==> config.mk <==
export PLATFORM = sky130hd
export DESIGN_NAME = ppcs_port
export DESIGN_NICKNAME = d
export VERILOG_FILES = /design/src/logic/ppcs_pkg.sv /design/src/logic/ppcs_port.sv
export VERILOG_INCLUDE_DIRS = /design/src /design/src/logic
export SDC_FILE = /design/constraint.sdc
export NUM_CORES = 1
export LEC_CHECK = 0
export BUFFER_PORTS_ARGS = -buffer_cell sky130_fd_sc_hd__buf_2
export CORE_UTILIZATION = 52
export CTS_CLUSTER_DIAMETER = 40
export DETAILED_ROUTE_END_ITERATION = 7
export PLACE_DENSITY = 0.8
export RECOVER_POWER = 100
export SETUP_SLACK_MARGIN = 0.05
export SLEW_MARGIN = 25
export SYNTH_ARGS = -nofsm -noshare
export SYNTH_HDL_FRONTEND = slang
export SYNTH_SLANG_ARGS = --single-unit
==> constraint.sdc <==
create_clock -name clk -period 2.3 [get_ports clk]
set_clock_uncertainty 0.05 [all_clocks]
set_input_delay 0.345 -clock clk [delete_from_list [all_inputs] [get_ports clk]]
set_output_delay 0.345 -clock clk [all_outputs]
set_load 0.005 [all_outputs]
==> src/logic/ppcs_regs.svh <==
// Register offsets, field positions, reset values and timing counts
// Assumes byte addressing on a 32-bit APB bus, one register per word
`ifndef PPCS_REGS_SVH
`define PPCS_REGS_SVH
// Chip select configuration words, one per chip select, from 0x00 upward
`define PPCS_CFG_BASE 8'h00
`define PPCS_CTRL_OFF 8'h10
`define PPCS_CMD_OFF 8'h14
`define PPCS_STAT_OFF 8'h18
// Configuration word fields
`define PPCS_CFG_WIDTH 16
`define PPCS_CFG_RESET 16'h0000
`define PPCS_CFG_MASK 16'hF7E0
// Control word fields
`define PPCS_CTRL_MASTER_BIT 0
// Command word fields
`define PPCS_CMD_WRITE_BIT 8
`define PPCS_CMD_LANE_LO 16
// Status word fields
`define PPCS_STAT_BUSY_BIT 0
`define PPCS_STAT_DONE_BIT 1
`define PPCS_STAT_REFUSED_BIT 2
`define PPCS_STAT_TIMEOUT_BIT 3
// Timing counts in clock cycles
`define PPCS_STROBE_CYCLES 4
`define PPCS_ACK_WAIT_CYCLES 16
`endif

==> src/logic/ppcs_pkg.sv <==
// Types shared by the chip select configuration block
// Assumes nothing beyond a SystemVerilog compiler
`default_nettype none
package ppcs_pkg;
  // One chip select configuration word, bit 15 down to bit 0
  typedef struct packed {
    logic cs_off;                // Chip select function off
    logic cs_polarity;           // Chip select active high
    logic cs_pin_drive_on;       // Pin used as chip select output
    logic lane_enable_polarity;  // Lane enables active high
    logic unused_11;             // Reads as zero
    logic write_strobe_polarity; // Write or enable strobe active high
    logic read_strobe_polarity;  // Read or read/write strobe active high
    logic strobe_style;          // Combined strobe plus enable strobe
    logic ack_polarity;          // Acknowledge active high
    logic port_size_hi;          // Port size, upper bit
    logic port_size_lo;          // Port size, lower bit
    logic [4:0] unused_low;      // Read as zero
  } ppcs_cfg_type;
  // Strobe and lane pins toward the peripheral
  typedef struct packed {
    logic lane_enable_0;     // Lower lane enable
    logic lane_enable_1;     // Upper lane enable
    logic write_strobe_out;  // Write strobe
    logic read_strobe_out;   // Read strobe or read/write line
    logic enable_strobe_out; // Enable strobe
  } ppcs_pins_type;
  // Bus cycle engine states
  typedef enum logic [1:0] {PPCS_IDLE, PPCS_STROBE, PPCS_ACK} ppcs_state_type;
endpackage : ppcs_pkg
`default_nettype wire

==> src/logic/ppcs_port.sv <==
// Chip select configuration and bus cycle engine of a parallel port
// Assumes an APB master on clk and an external peripheral on the pins
//
// Notes on behaviour
// Disable bit turns chip select off
// Polarity bit sets chip select active level
// Drive pin only when port enable set
// Lane enables follow enable polarity bit
// Write polarity sets write strobe level
// Master style one: write polarity sets enable
// Read polarity sets read strobe level
// Master style one: read polarity sets read/write
// Style one combined strobe, zero separate strobes
// Acknowledge input level follows its polarity bit
// Each chip select keeps own settings
//
// Implementation choices: the APB interface to the registers and the register addresses.
`include "ppcs_regs.svh"
`default_nettype none
module ppcs_port import ppcs_pkg::*; #(
  parameter int NUM_CS = 2,                              // Chip selects
  parameter int STROBE_CYCLES = `PPCS_STROBE_CYCLES,     // Strobe length
  parameter int ACK_WAIT_CYCLES = `PPCS_ACK_WAIT_CYCLES  // Acknowledge wait
) (
  input wire logic clk,                            // 25 MHz clock
  input wire logic reset_n,                        // Synchronous reset
  input wire logic psel,                           // APB select
  input wire logic penable,                        // APB enable
  input wire logic pwrite,                         // APB direction
  input wire logic [7:0] paddr,                    // APB byte address
  input wire logic [31:0] pwdata,                  // APB write data
  output logic [31:0] prdata,                      // APB read data
  output logic pready,                             // APB ready
  output logic pslverr,                            // APB error
  output logic [NUM_CS-1:0] chip_select_out,       // Chip select levels
  output logic [NUM_CS-1:0] chip_select_oe_n,      // Chip select drive, low
  output ppcs_pins_type bus_pins,                  // Strobes and lanes
  input wire logic ack_in                          // Acknowledge pin
);
  localparam int IDX_W = (NUM_CS > 1) ? $clog2(NUM_CS) : 1;
  localparam int CNT_W = 8;

  // Word index of a configuration register, or NUM_CS if none
  function automatic int cfg_index(input logic [7:0] addr);
    int idx;
    idx = NUM_CS;
    for (int i = 0; i < NUM_CS; i++) begin
      if (addr == 8'(`PPCS_CFG_BASE + 4 * i)) begin
        idx = i;
      end
    end
    return idx;
  endfunction : cfg_index

  // Level of a pin given its active-high polarity and whether active
  function automatic logic pin_level(input logic pol, input logic active);
    return active ? pol : ~pol;
  endfunction : pin_level

  // Register state
  ppcs_cfg_type cfg [NUM_CS];          // Per chip select settings
  ppcs_cfg_type next_cfg [NUM_CS];
  logic master_mode, next_master_mode; // Master when set
  logic [2:0] stat, next_stat;         // Timeout, refused, done flags
  logic [31:0] next_prdata;
  logic next_pready, next_pslverr;
  // Engine state
  ppcs_state_type state, next_state;
  logic [CNT_W-1:0] cnt, next_cnt;     // Phase counter
  logic [IDX_W-1:0] sel, next_sel;     // Chip select of the cycle
  logic is_write, next_is_write;       // Cycle direction
  logic [1:0] lanes, next_lanes;       // Lanes of the cycle
  // Pin outputs
  logic [NUM_CS-1:0] next_cs_out, next_cs_oe_n;
  ppcs_pins_type next_pins;
  // Acknowledge synchroniser
  logic ack_s1, ack_s2, ack_s3, ack_level, next_ack_level;
  logic ack_active;
  // Bus decode
  logic apb_access, apb_wr, apb_rd, cmd_wr;
  int widx;
  ppcs_cfg_type scfg;                  // Settings of the cycle's chip select
  logic style_one;                     // Combined strobe in use

  assign apb_access = psel & penable & pready;
  assign apb_wr = apb_access & pwrite;
  assign apb_rd = psel & ~penable & ~pwrite;
  assign cmd_wr = apb_wr & (paddr == `PPCS_CMD_OFF);
  assign widx = cfg_index(paddr);
  assign scfg = cfg[sel];
  assign style_one = master_mode & scfg.strobe_style;
  assign ack_active = (ack_level == scfg.ack_polarity);

  // Acknowledge: a change counts once second and third stage agree
  always_comb begin
    next_ack_level = (ack_s2 == ack_s3) ? ack_s3 : ack_level;
  end

  always_ff @(posedge clk) begin
    ack_s1 <= ack_in;
    ack_s2 <= ack_s1;
    ack_s3 <= ack_s2;
    if (!reset_n) begin
      ack_level <= 1'b0;
    end else begin
      ack_level <= next_ack_level;
    end
  end

  // Register writes, status flags and APB answer
  always_comb begin
    next_cfg = cfg;
    next_master_mode = master_mode;
    next_stat = stat;
    next_prdata = 32'h0000_0000;
    next_pready = psel & ~penable;
    next_pslverr = 1'b0;
    // Software clears status by writing ones
    if (apb_wr && paddr == `PPCS_STAT_OFF) begin
      next_stat = stat & ~pwdata[`PPCS_STAT_TIMEOUT_BIT:`PPCS_STAT_DONE_BIT];
    end
    if (apb_wr && widx < NUM_CS) begin
      next_cfg[widx] = ppcs_cfg_type'(pwdata[15:0] & `PPCS_CFG_MASK);
    end
    if (apb_wr && paddr == `PPCS_CTRL_OFF) begin
      next_master_mode = pwdata[`PPCS_CTRL_MASTER_BIT];
    end
    // Engine events win over a clear in the same cycle
    if (cmd_wr && (state != PPCS_IDLE || cfg[pwdata[IDX_W-1:0]].cs_off)) begin
      next_stat[1] = 1'b1;
    end
    if (state == PPCS_ACK && (ack_active || cnt == '0)) begin
      next_stat[0] = 1'b1;
    end
    if (state == PPCS_ACK && !ack_active && cnt == '0) begin
      next_stat[2] = 1'b1;
    end
    // Read data captured in setup, answered in the access phase
    if (psel && !penable) begin
      if (widx < NUM_CS) begin
        next_prdata = {16'h0000, cfg[widx]};
      end else if (paddr == `PPCS_CTRL_OFF) begin
        next_prdata = {31'h0000_0000, master_mode};
      end else if (paddr == `PPCS_STAT_OFF) begin
        next_prdata = {28'h000_0000, stat, state != PPCS_IDLE};
      end else if (paddr != `PPCS_CMD_OFF) begin
        next_pslverr = 1'b1;
      end
    end
    if (!apb_rd) begin
      next_prdata = 32'h0000_0000;
    end
  end

  always_ff @(posedge clk) begin
    if (!reset_n) begin
      for (int i = 0; i < NUM_CS; i++) begin
        cfg[i] <= ppcs_cfg_type'(`PPCS_CFG_RESET);
      end
      master_mode <= 1'b0;
      stat <= 3'h0;
      prdata <= 32'h0000_0000;
      pready <= 1'b0;
      pslverr <= 1'b0;
    end else begin
      cfg <= next_cfg;
      master_mode <= next_master_mode;
      stat <= next_stat;
      prdata <= next_prdata;
      pready <= next_pready;
      pslverr <= next_pslverr;
    end
  end

  // Bus cycle engine: strobe phase, then wait for acknowledge
  always_comb begin
    next_state = state;
    next_cnt = cnt;
    next_sel = sel;
    next_is_write = is_write;
    next_lanes = lanes;
    case (state)
      PPCS_IDLE: begin
        // A command to a chip select that is off starts nothing
        if (cmd_wr && !cfg[pwdata[IDX_W-1:0]].cs_off) begin
          next_state = PPCS_STROBE;
          next_sel = pwdata[IDX_W-1:0];
          next_is_write = pwdata[`PPCS_CMD_WRITE_BIT];
          next_lanes = pwdata[`PPCS_CMD_LANE_LO +: 2];
          next_cnt = CNT_W'(STROBE_CYCLES - 1);
        end
      end
      PPCS_STROBE: begin
        if (cnt == '0) begin
          next_state = PPCS_ACK;
          next_cnt = CNT_W'(ACK_WAIT_CYCLES - 1);
        end else begin
          next_cnt = cnt - 1'b1;
        end
      end
      PPCS_ACK: begin
        if (ack_active || cnt == '0) begin
          next_state = PPCS_IDLE;
        end else begin
          next_cnt = cnt - 1'b1;
        end
      end
      default: begin
        next_state = PPCS_IDLE;
      end
    endcase
  end

  // Pin levels: chip selects from their own settings, strobes and lanes from the cycle's chip select
  always_comb begin
    logic busy, strobing;
    busy = (state != PPCS_IDLE);
    strobing = (state == PPCS_STROBE);
    for (int i = 0; i < NUM_CS; i++) begin
      next_cs_out[i] = pin_level(cfg[i].cs_polarity,
        busy && sel == IDX_W'(i) && !cfg[i].cs_off);
      next_cs_oe_n[i] = ~cfg[i].cs_pin_drive_on;
    end
    next_pins.lane_enable_0 = pin_level(scfg.lane_enable_polarity, busy && lanes[0]);
    next_pins.lane_enable_1 = pin_level(scfg.lane_enable_polarity, busy && lanes[1]);
    if (style_one) begin
      // Read/write line held for the cycle, enable strobe pulses
      next_pins.read_strobe_out = pin_level(scfg.read_strobe_polarity,
        busy && !is_write);
      next_pins.enable_strobe_out = pin_level(scfg.write_strobe_polarity, strobing);
      next_pins.write_strobe_out = ~scfg.write_strobe_polarity;
    end else begin
      // Separate strobes; enable strobe unused and held low
      next_pins.read_strobe_out = pin_level(scfg.read_strobe_polarity,
        strobing && !is_write);
      next_pins.write_strobe_out = pin_level(scfg.write_strobe_polarity,
        strobing && is_write);
      next_pins.enable_strobe_out = 1'b0;
    end
  end

  always_ff @(posedge clk) begin
    if (!reset_n) begin
      state <= PPCS_IDLE;
      cnt <= '0;
      sel <= '0;
      is_write <= 1'b0;
      lanes <= 2'h0;
      chip_select_out <= '0;
      chip_select_oe_n <= '1;
      bus_pins <= '0;
    end else begin
      state <= next_state;
      cnt <= next_cnt;
      sel <= next_sel;
      is_write <= next_is_write;
      lanes <= next_lanes;
      chip_select_out <= next_cs_out;
      chip_select_oe_n <= next_cs_oe_n;
      bus_pins <= next_pins;
    end
  end
endmodule : ppcs_port
`default_nettype wire

==> reports/results.txt, run 1 <==
TNS Setup - 0 ns
Syn Area/Cell - 8.89 sq um
WL per Instance - 13.4 um
commonest cells in the synthesized netlist - dfxtp_1 (67), nand2_1 (33), nor2_1 (33), a21oi_1 (30), mux2i_1 (21)
max-cap violation count - 0
Setup CP Type - register to register
final worst slack - 0.311 ns
DP Wirelength - 4.37 mm
Inst Count DP - 462
final setup fails - 0
Vias per Instance - 5.44
Mapped Cells - 345
final WL - 6.41 mm
Slew Viols, Final - 0
floorplan die width - 78.8 um
Power Total - 2.08 mW
Critical Path End Type - register
final instance area - 3470 sq um
Tightest Pin Transition - 1.17 ns
fmax - 0.503 GHz
primary flip-flop cell chosen by synthesis mapping - dfxtp_1
Ant. Diodes - 0
Pwr Density - 600 nW/um^2
first-pass GRT wire length - 10.5 mm
Final ANT Viol Nets - 0
H-tree Lvls - 3
outcome - completed
Post-synth ARST share - 0%
DRC viols - 0
total grt overflow - 0
core area - 5610 sq um
largest net degree at the start of global routing - 38
Row Count - 27
worst rel slew slack - 21.7%
final hold vios - 0
min cycle time layout - 1.99 ns
I/O pins - 89
initial core utilization - 54.7%
register area share after synthesis - 43.7%
Yosys top cell by area - dfxtp_1
RSZ-0062 raised after global routing - false
worst hold margin - 0.0603 ns
NumNets Final - 452
Filler Cell Count - 494
overall routing resource usage - 21.8%
vias in the first global route - 2268
Inserted Clock Buffers - 9
vias - 2595
die area - 6210 sq um
# Post-CTS Setup Buffers - 0
cts repair resizes - 0
Leakage - 1.46 nW
Largest stage delay, worst path - 0.34 ns
final core utilization - 61.9%
clock latency at the later pin of the worst-skew pair - 0.34 ns
Worst VDD drop - 0.345 mV
cells along the critical path - inv_1 -> ha_1 -> nor4b_4 -> nand2_1 -> a21oi_4 -> o21ai_0 -> o311a_1
Synth-to-Final Area Change - 13.1%
initial antenna violation count - 0
Clock Pin Slew Worst Setup and Hold Paths - 0.06 ns
CP arrival - 2.16 ns
Chip Height - 78.8 um
TritonRoute pass-1 iters - 5
dpl ws - 0.333 ns
TritonCTS Sinks - 67
top post-synthesis cells by area - dfxtp_1 (44%), mux2i_1 (6.9%), a21oi_1 (4.9%), buf_4 (4.6%), nand2_1 (4.0%)
WP data required - 2.47 ns
largest fanout on the critical path - 8
Worst Hold Class - input pin to register
Tcrit/Tclk final - 86.5%
CP Launch Type - register
CTS tree - yes
EDFF count, synth - 0
share of cells above drive strength 1 - 18.8%
Warnings, synthesis - 0
clock tree root buffer cell - clkbuf_8
CP delay by family, top - simple AND/OR/NAND/NOR gates
Buf/Inv on CP - 1
CP max-delay cell - dfxtp_1
Bufs on Longest Clock Path - 2
Seq cells post-synth - 67
GP Congestion - 0.845
Post-CTS Hold Buffers - 0
most common cell in the netlist - dfxtp_1
number of DRC markers in iteration 0 - 174
Yosys cell types - 58
Layout Cells excl Fill - 477
Syn Std Cell Area - 3070 sq um
input/output buffers - 54
Yosys top cell area share - 43.7%
dpl cell area - 3350 sq um
-- state kept, by name, indices dropped and copies added (netlist names), 2 cells and up --
name and count:
cfg 20, prdata 14, cnt 8, bus_pins 5, stat 3, chip_select_oe_n 2
chip_select_out 2, lanes 2, state 2
-- path summary, 6_finish.rpt --
path	startpoint	slack, ns	depth (start not counted)	to
worst max-delay path	cnt[0]$_SDFFE_PN0P_	0.31	7	cnt[0]$_SDFFE_PN0P_
worst min register to register	ack_s1$_DFF_P_	0.28	0	ack_s2$_DFF_P_
worst max register to register	cnt[0]$_SDFFE_PN0P_	0.31	7	cnt[0]$_SDFFE_PN0P_
worst min-delay path	ack_in	0.06	1	ack_s1$_DFF_P_
-- placed cells by master (no fill, tap or decap), types with 6 or more instances in the layout --
cell      Yosys  routed
buf_4        19       6
buf_2         4      45
nand2_1      33      35
o21ai_0      17      17
clkbuf_8      0      10
clkbuf_1      9      12
dfxtp_1      67      67
a21oi_1      30      30
nand3_1      17      17
inv_1        13      14
mux2i_1      21      21
nor2_1       33      33
conb_1        1      18
-- report_power, final --
part / leakage (nW) / internal (mW) / total (mW) / switching (mW)
logic: 0.841 / 0.0329 / 0.0870 / 0.0541
clock network: 0.0795 / 0.414 / 0.819 / 0.405
registers: 0.543 / 1.17 / 1.18 / 0.00423
-- per-layer routing --
metal | GRT usage, % | vias to the layer above | part of all wire [%]
li1 | - | 1274 | -
met1 | 28.1 | 1202 | 47
met2 | 34.2 | 104 | 44
met3 | 5.98 | 15 | 6.7
met4 | 9.27 | 0 | 1.9
met5 | 0 | - | 0
-- logic make-up (layout without fill, tap and decap cells) --
family                   count (synthesis)  in the layout  share of synthesized area, %
AO/OA/AOI/OAI                           80             80                          17.5
AND/OR/NAND/NOR                        114            114                          18.6
other                                    1             18                         0.122
XOR/XNOR                                 8              8                          2.53
adder cells (fa/ha/maj)                  5              5                          2.04
flip-flops                              67             67                          43.7
buffers and inverters                   48             91                          8.36
multiplexers                            22             22                          7.22
-- layout make-up --
type,instances,area (sq um),share of cell area (%)
repair buffers,62,312,8.98
multi-input cells,247,1510,43.6
clock inverters,2,12.5,0.360
inverters,14,52.6,1.51
flip-flops and latches,67,1340,38.6
well taps,72,90.1,2.60
clock buffers,13,149,4.29
(Power assumes the default switching activity.)
==> run 2: changes to the inputs <==
==> constraint.sdc (replaced) <==
create_clock -name clk -period 1.95 [get_ports clk]
set_clock_uncertainty 0.05 [all_clocks]
set_input_delay 0.2925 -clock clk [delete_from_list [all_inputs] [get_ports clk]]
set_output_delay 0.2925 -clock clk [all_outputs]
set_load 0.005 [all_outputs]
==> reports/results.txt, run 2 (synthesis results as in run 1) <==
share of cells above drive strength 1 - 23.7% (+4.9 points)
WL per Instance - 13.6 um (+1.5%)
Clock Pin Slew Worst Setup and Hold Paths - 0.07 ns (about the same)
die area - 6210 sq um (unchanged)
DP Wirelength - 4.63 mm (+5.9%)
outcome - completed
I/O pins - 89 (unchanged)
TritonCTS Sinks - 67 (unchanged)
CP max-delay cell - dfxtp_1
DRC viols - 0 (unchanged)
RSZ-0062 raised after global routing - false
largest net degree at the start of global routing - 21 (-45%)
Ant. Diodes - 0 (unchanged)
largest fanout on the critical path - 9 (+1)
core area - 5610 sq um (unchanged)
final setup fails - 0 (unchanged)
worst rel slew slack - 58.3% (+37 points)
worst hold margin - 0.137 ns (+0.0762 ns)
CTS tree - yes
NumNets Final - 468 (+3.5%)
Tcrit/Tclk final - 92.4% (+6.0 points)
Largest regs - cfg x20, prdata x14, cnt x8
clock latency at the later pin of the worst-skew pair - 0.34 ns (about the same)
Pwr Density - 765 nW/um^2 (+28%)
H-tree Lvls - 3 (unchanged)
TritonRoute pass-1 iters - 5 (unchanged)
Critical Path End Type - register
Layout Cells excl Fill - 494 (+3.6%)
Synth-to-Final Area Change - 20.3%
cells along the critical path - inv_1 -> ha_1 -> nor2_2 -> a31o_4 -> a21oi_1 -> o311a_1
GP Congestion - 0.834 (-1.3%)
clock tree root buffer cell - clkbuf_8
final hold vios - 0 (unchanged)
initial antenna violation count - 0 (unchanged)
Final ANT Viol Nets - 0 (unchanged)
Tightest Pin Transition - 0.625 ns (-0.548 ns)
input/output buffers - 54 (unchanged)
Largest stage delay, worst path - 0.41 ns (+0.07 ns)
Chip Height - 78.8 um (unchanged)
vias in the first global route - 2524 (+11%)
final instance area - 3690 sq um (+6.3%)
Slew Viols, Final - 0 (unchanged)
number of DRC markers in iteration 0 - 187 (+7.5%)
most frequent cells in the layout - dfxtp_1 (67), buf_2 (45), nand2_1 (34), nor2_1 (32), a21oi_1 (30)
Vias per Instance - 5.36 (-1.5%)
Power Total - 2.82 mW (+36%)
Setup CP Type - register to register
CP Launch Type - register
floorplan die width - 78.8 um (unchanged)
min cycle time layout - 1.80 ns (-0.186 ns)
first-pass GRT wire length - 10.9 mm (+4.0%)
TNS Setup - 0 ns (unchanged)
max-cap violation count - 0 (unchanged)
Inserted Clock Buffers - 9 (unchanged)
fmax - 0.555 GHz (+10%)
CP arrival - 1.98 ns (-0.18 ns)
Worst VDD drop - 0.612 mV (+77%)
dpl cell area - 3440 sq um (+2.7%)
Leakage - 1.58 nW (+8.1%)
Row Count - 27 (unchanged)
initial core utilization - 54.7% (unchanged)
Inst Count DP - 474 (+2.6%)
most common cell after layout, fill and taps aside - dfxtp_1
WP data required - 2.12 ns (-0.35 ns)
total grt overflow - 0 (unchanged)
Worst Hold Class - input pin to register
final WL - 6.74 mm (+5.1%)
largest register by flop count - cfg
Filler Cell Count - 471 (-4.7%)
vias - 2646 (+2.0%)
Bufs on Longest Clock Path - 2 (unchanged)
overall routing resource usage - 22.6% (+0.80 points)
max reg flops - 20 (unchanged)
## run 2: layout make-up
class | instances | area (sq um) | share of cell area [%]
Clock buffer | 11 | 151 | 4.10
Clock inverter | 5 | 83.8 | 2.27
Inverter | 14 | 52.6 | 1.42
Multi-Input combinational cell | 247 | 1540 | 41.7
Sequential cell | 67 | 1340 | 36.3
Tap cell | 72 | 90.1 | 2.44
Timing Repair Buffer | 78 | 432 | 11.7
## run 2: worst max-delay path: cells and delay by family (launching register included)
| family | cells | cell delay, ns |
|---|---|---|
| adders and majority gates | 1 | 0.33 |
| and+or+nand+nor | 1 | 0.25 |
| DFF | 1 | 0.41 |
| buffers and inverters | 1 | 0.10 |
| AOI/OAI and AO/OA | 3 | 0.54 |
## run 2: per-layer routing
layer | GRT usage [%] | up-vias | share of wire, %
li1 | - | 1305 | -
met1 | 27.1 | 1224 | 44
met2 | 36.9 | 110 | 47
met3 | 6.78 | 7 | 7.4
met4 | 10.7 | 0 | 1.5
met5 | 0 | - | 0
## run 2: worst paths after layout
check | start | endpoint | slack (ns) | cells past startpoint
worst max register to register | state[1]$_SDFFE_PN0P_ | cnt[0]$_SDFFE_PN0P_ | 0.15 | 6
worst min register to register | ack_s1$_DFF_P_ | ack_s2$_DFF_P_ | 0.28 | 0
worst min-delay path | pwdata[17] | lanes[1]$_SDFFE_PN0P_ | 0.14 | 3
worst max-delay path | state[1]$_SDFFE_PN0P_ | cnt[0]$_SDFFE_PN0P_ | 0.15 | 6
## run 2: repair_timing
action | 4_1_cts | 5_1_grt
hold buffers | 1 | 0
endpoints found under the setup margin | 0 | 7
hold endpoints to repair | 1 | 0
resized for setup | 0 | 8
buffers inserted | 0 | 3
## run 2: power by group
part | switching (mW) | internal (mW)
logic | 0.0657 | 0.0431
registers | 0.00505 | 1.38
clock network | 0.536 | 0.794
## run 2: through the flow
step	worst slack, ns	utilization [%]
floorplan	0.0606	-
global placement	0.154	61.3
CTS	0.0932	65.7
finish	0.147	65.8
detailed placement	0.109	61.3
global route	0.0235	65.8
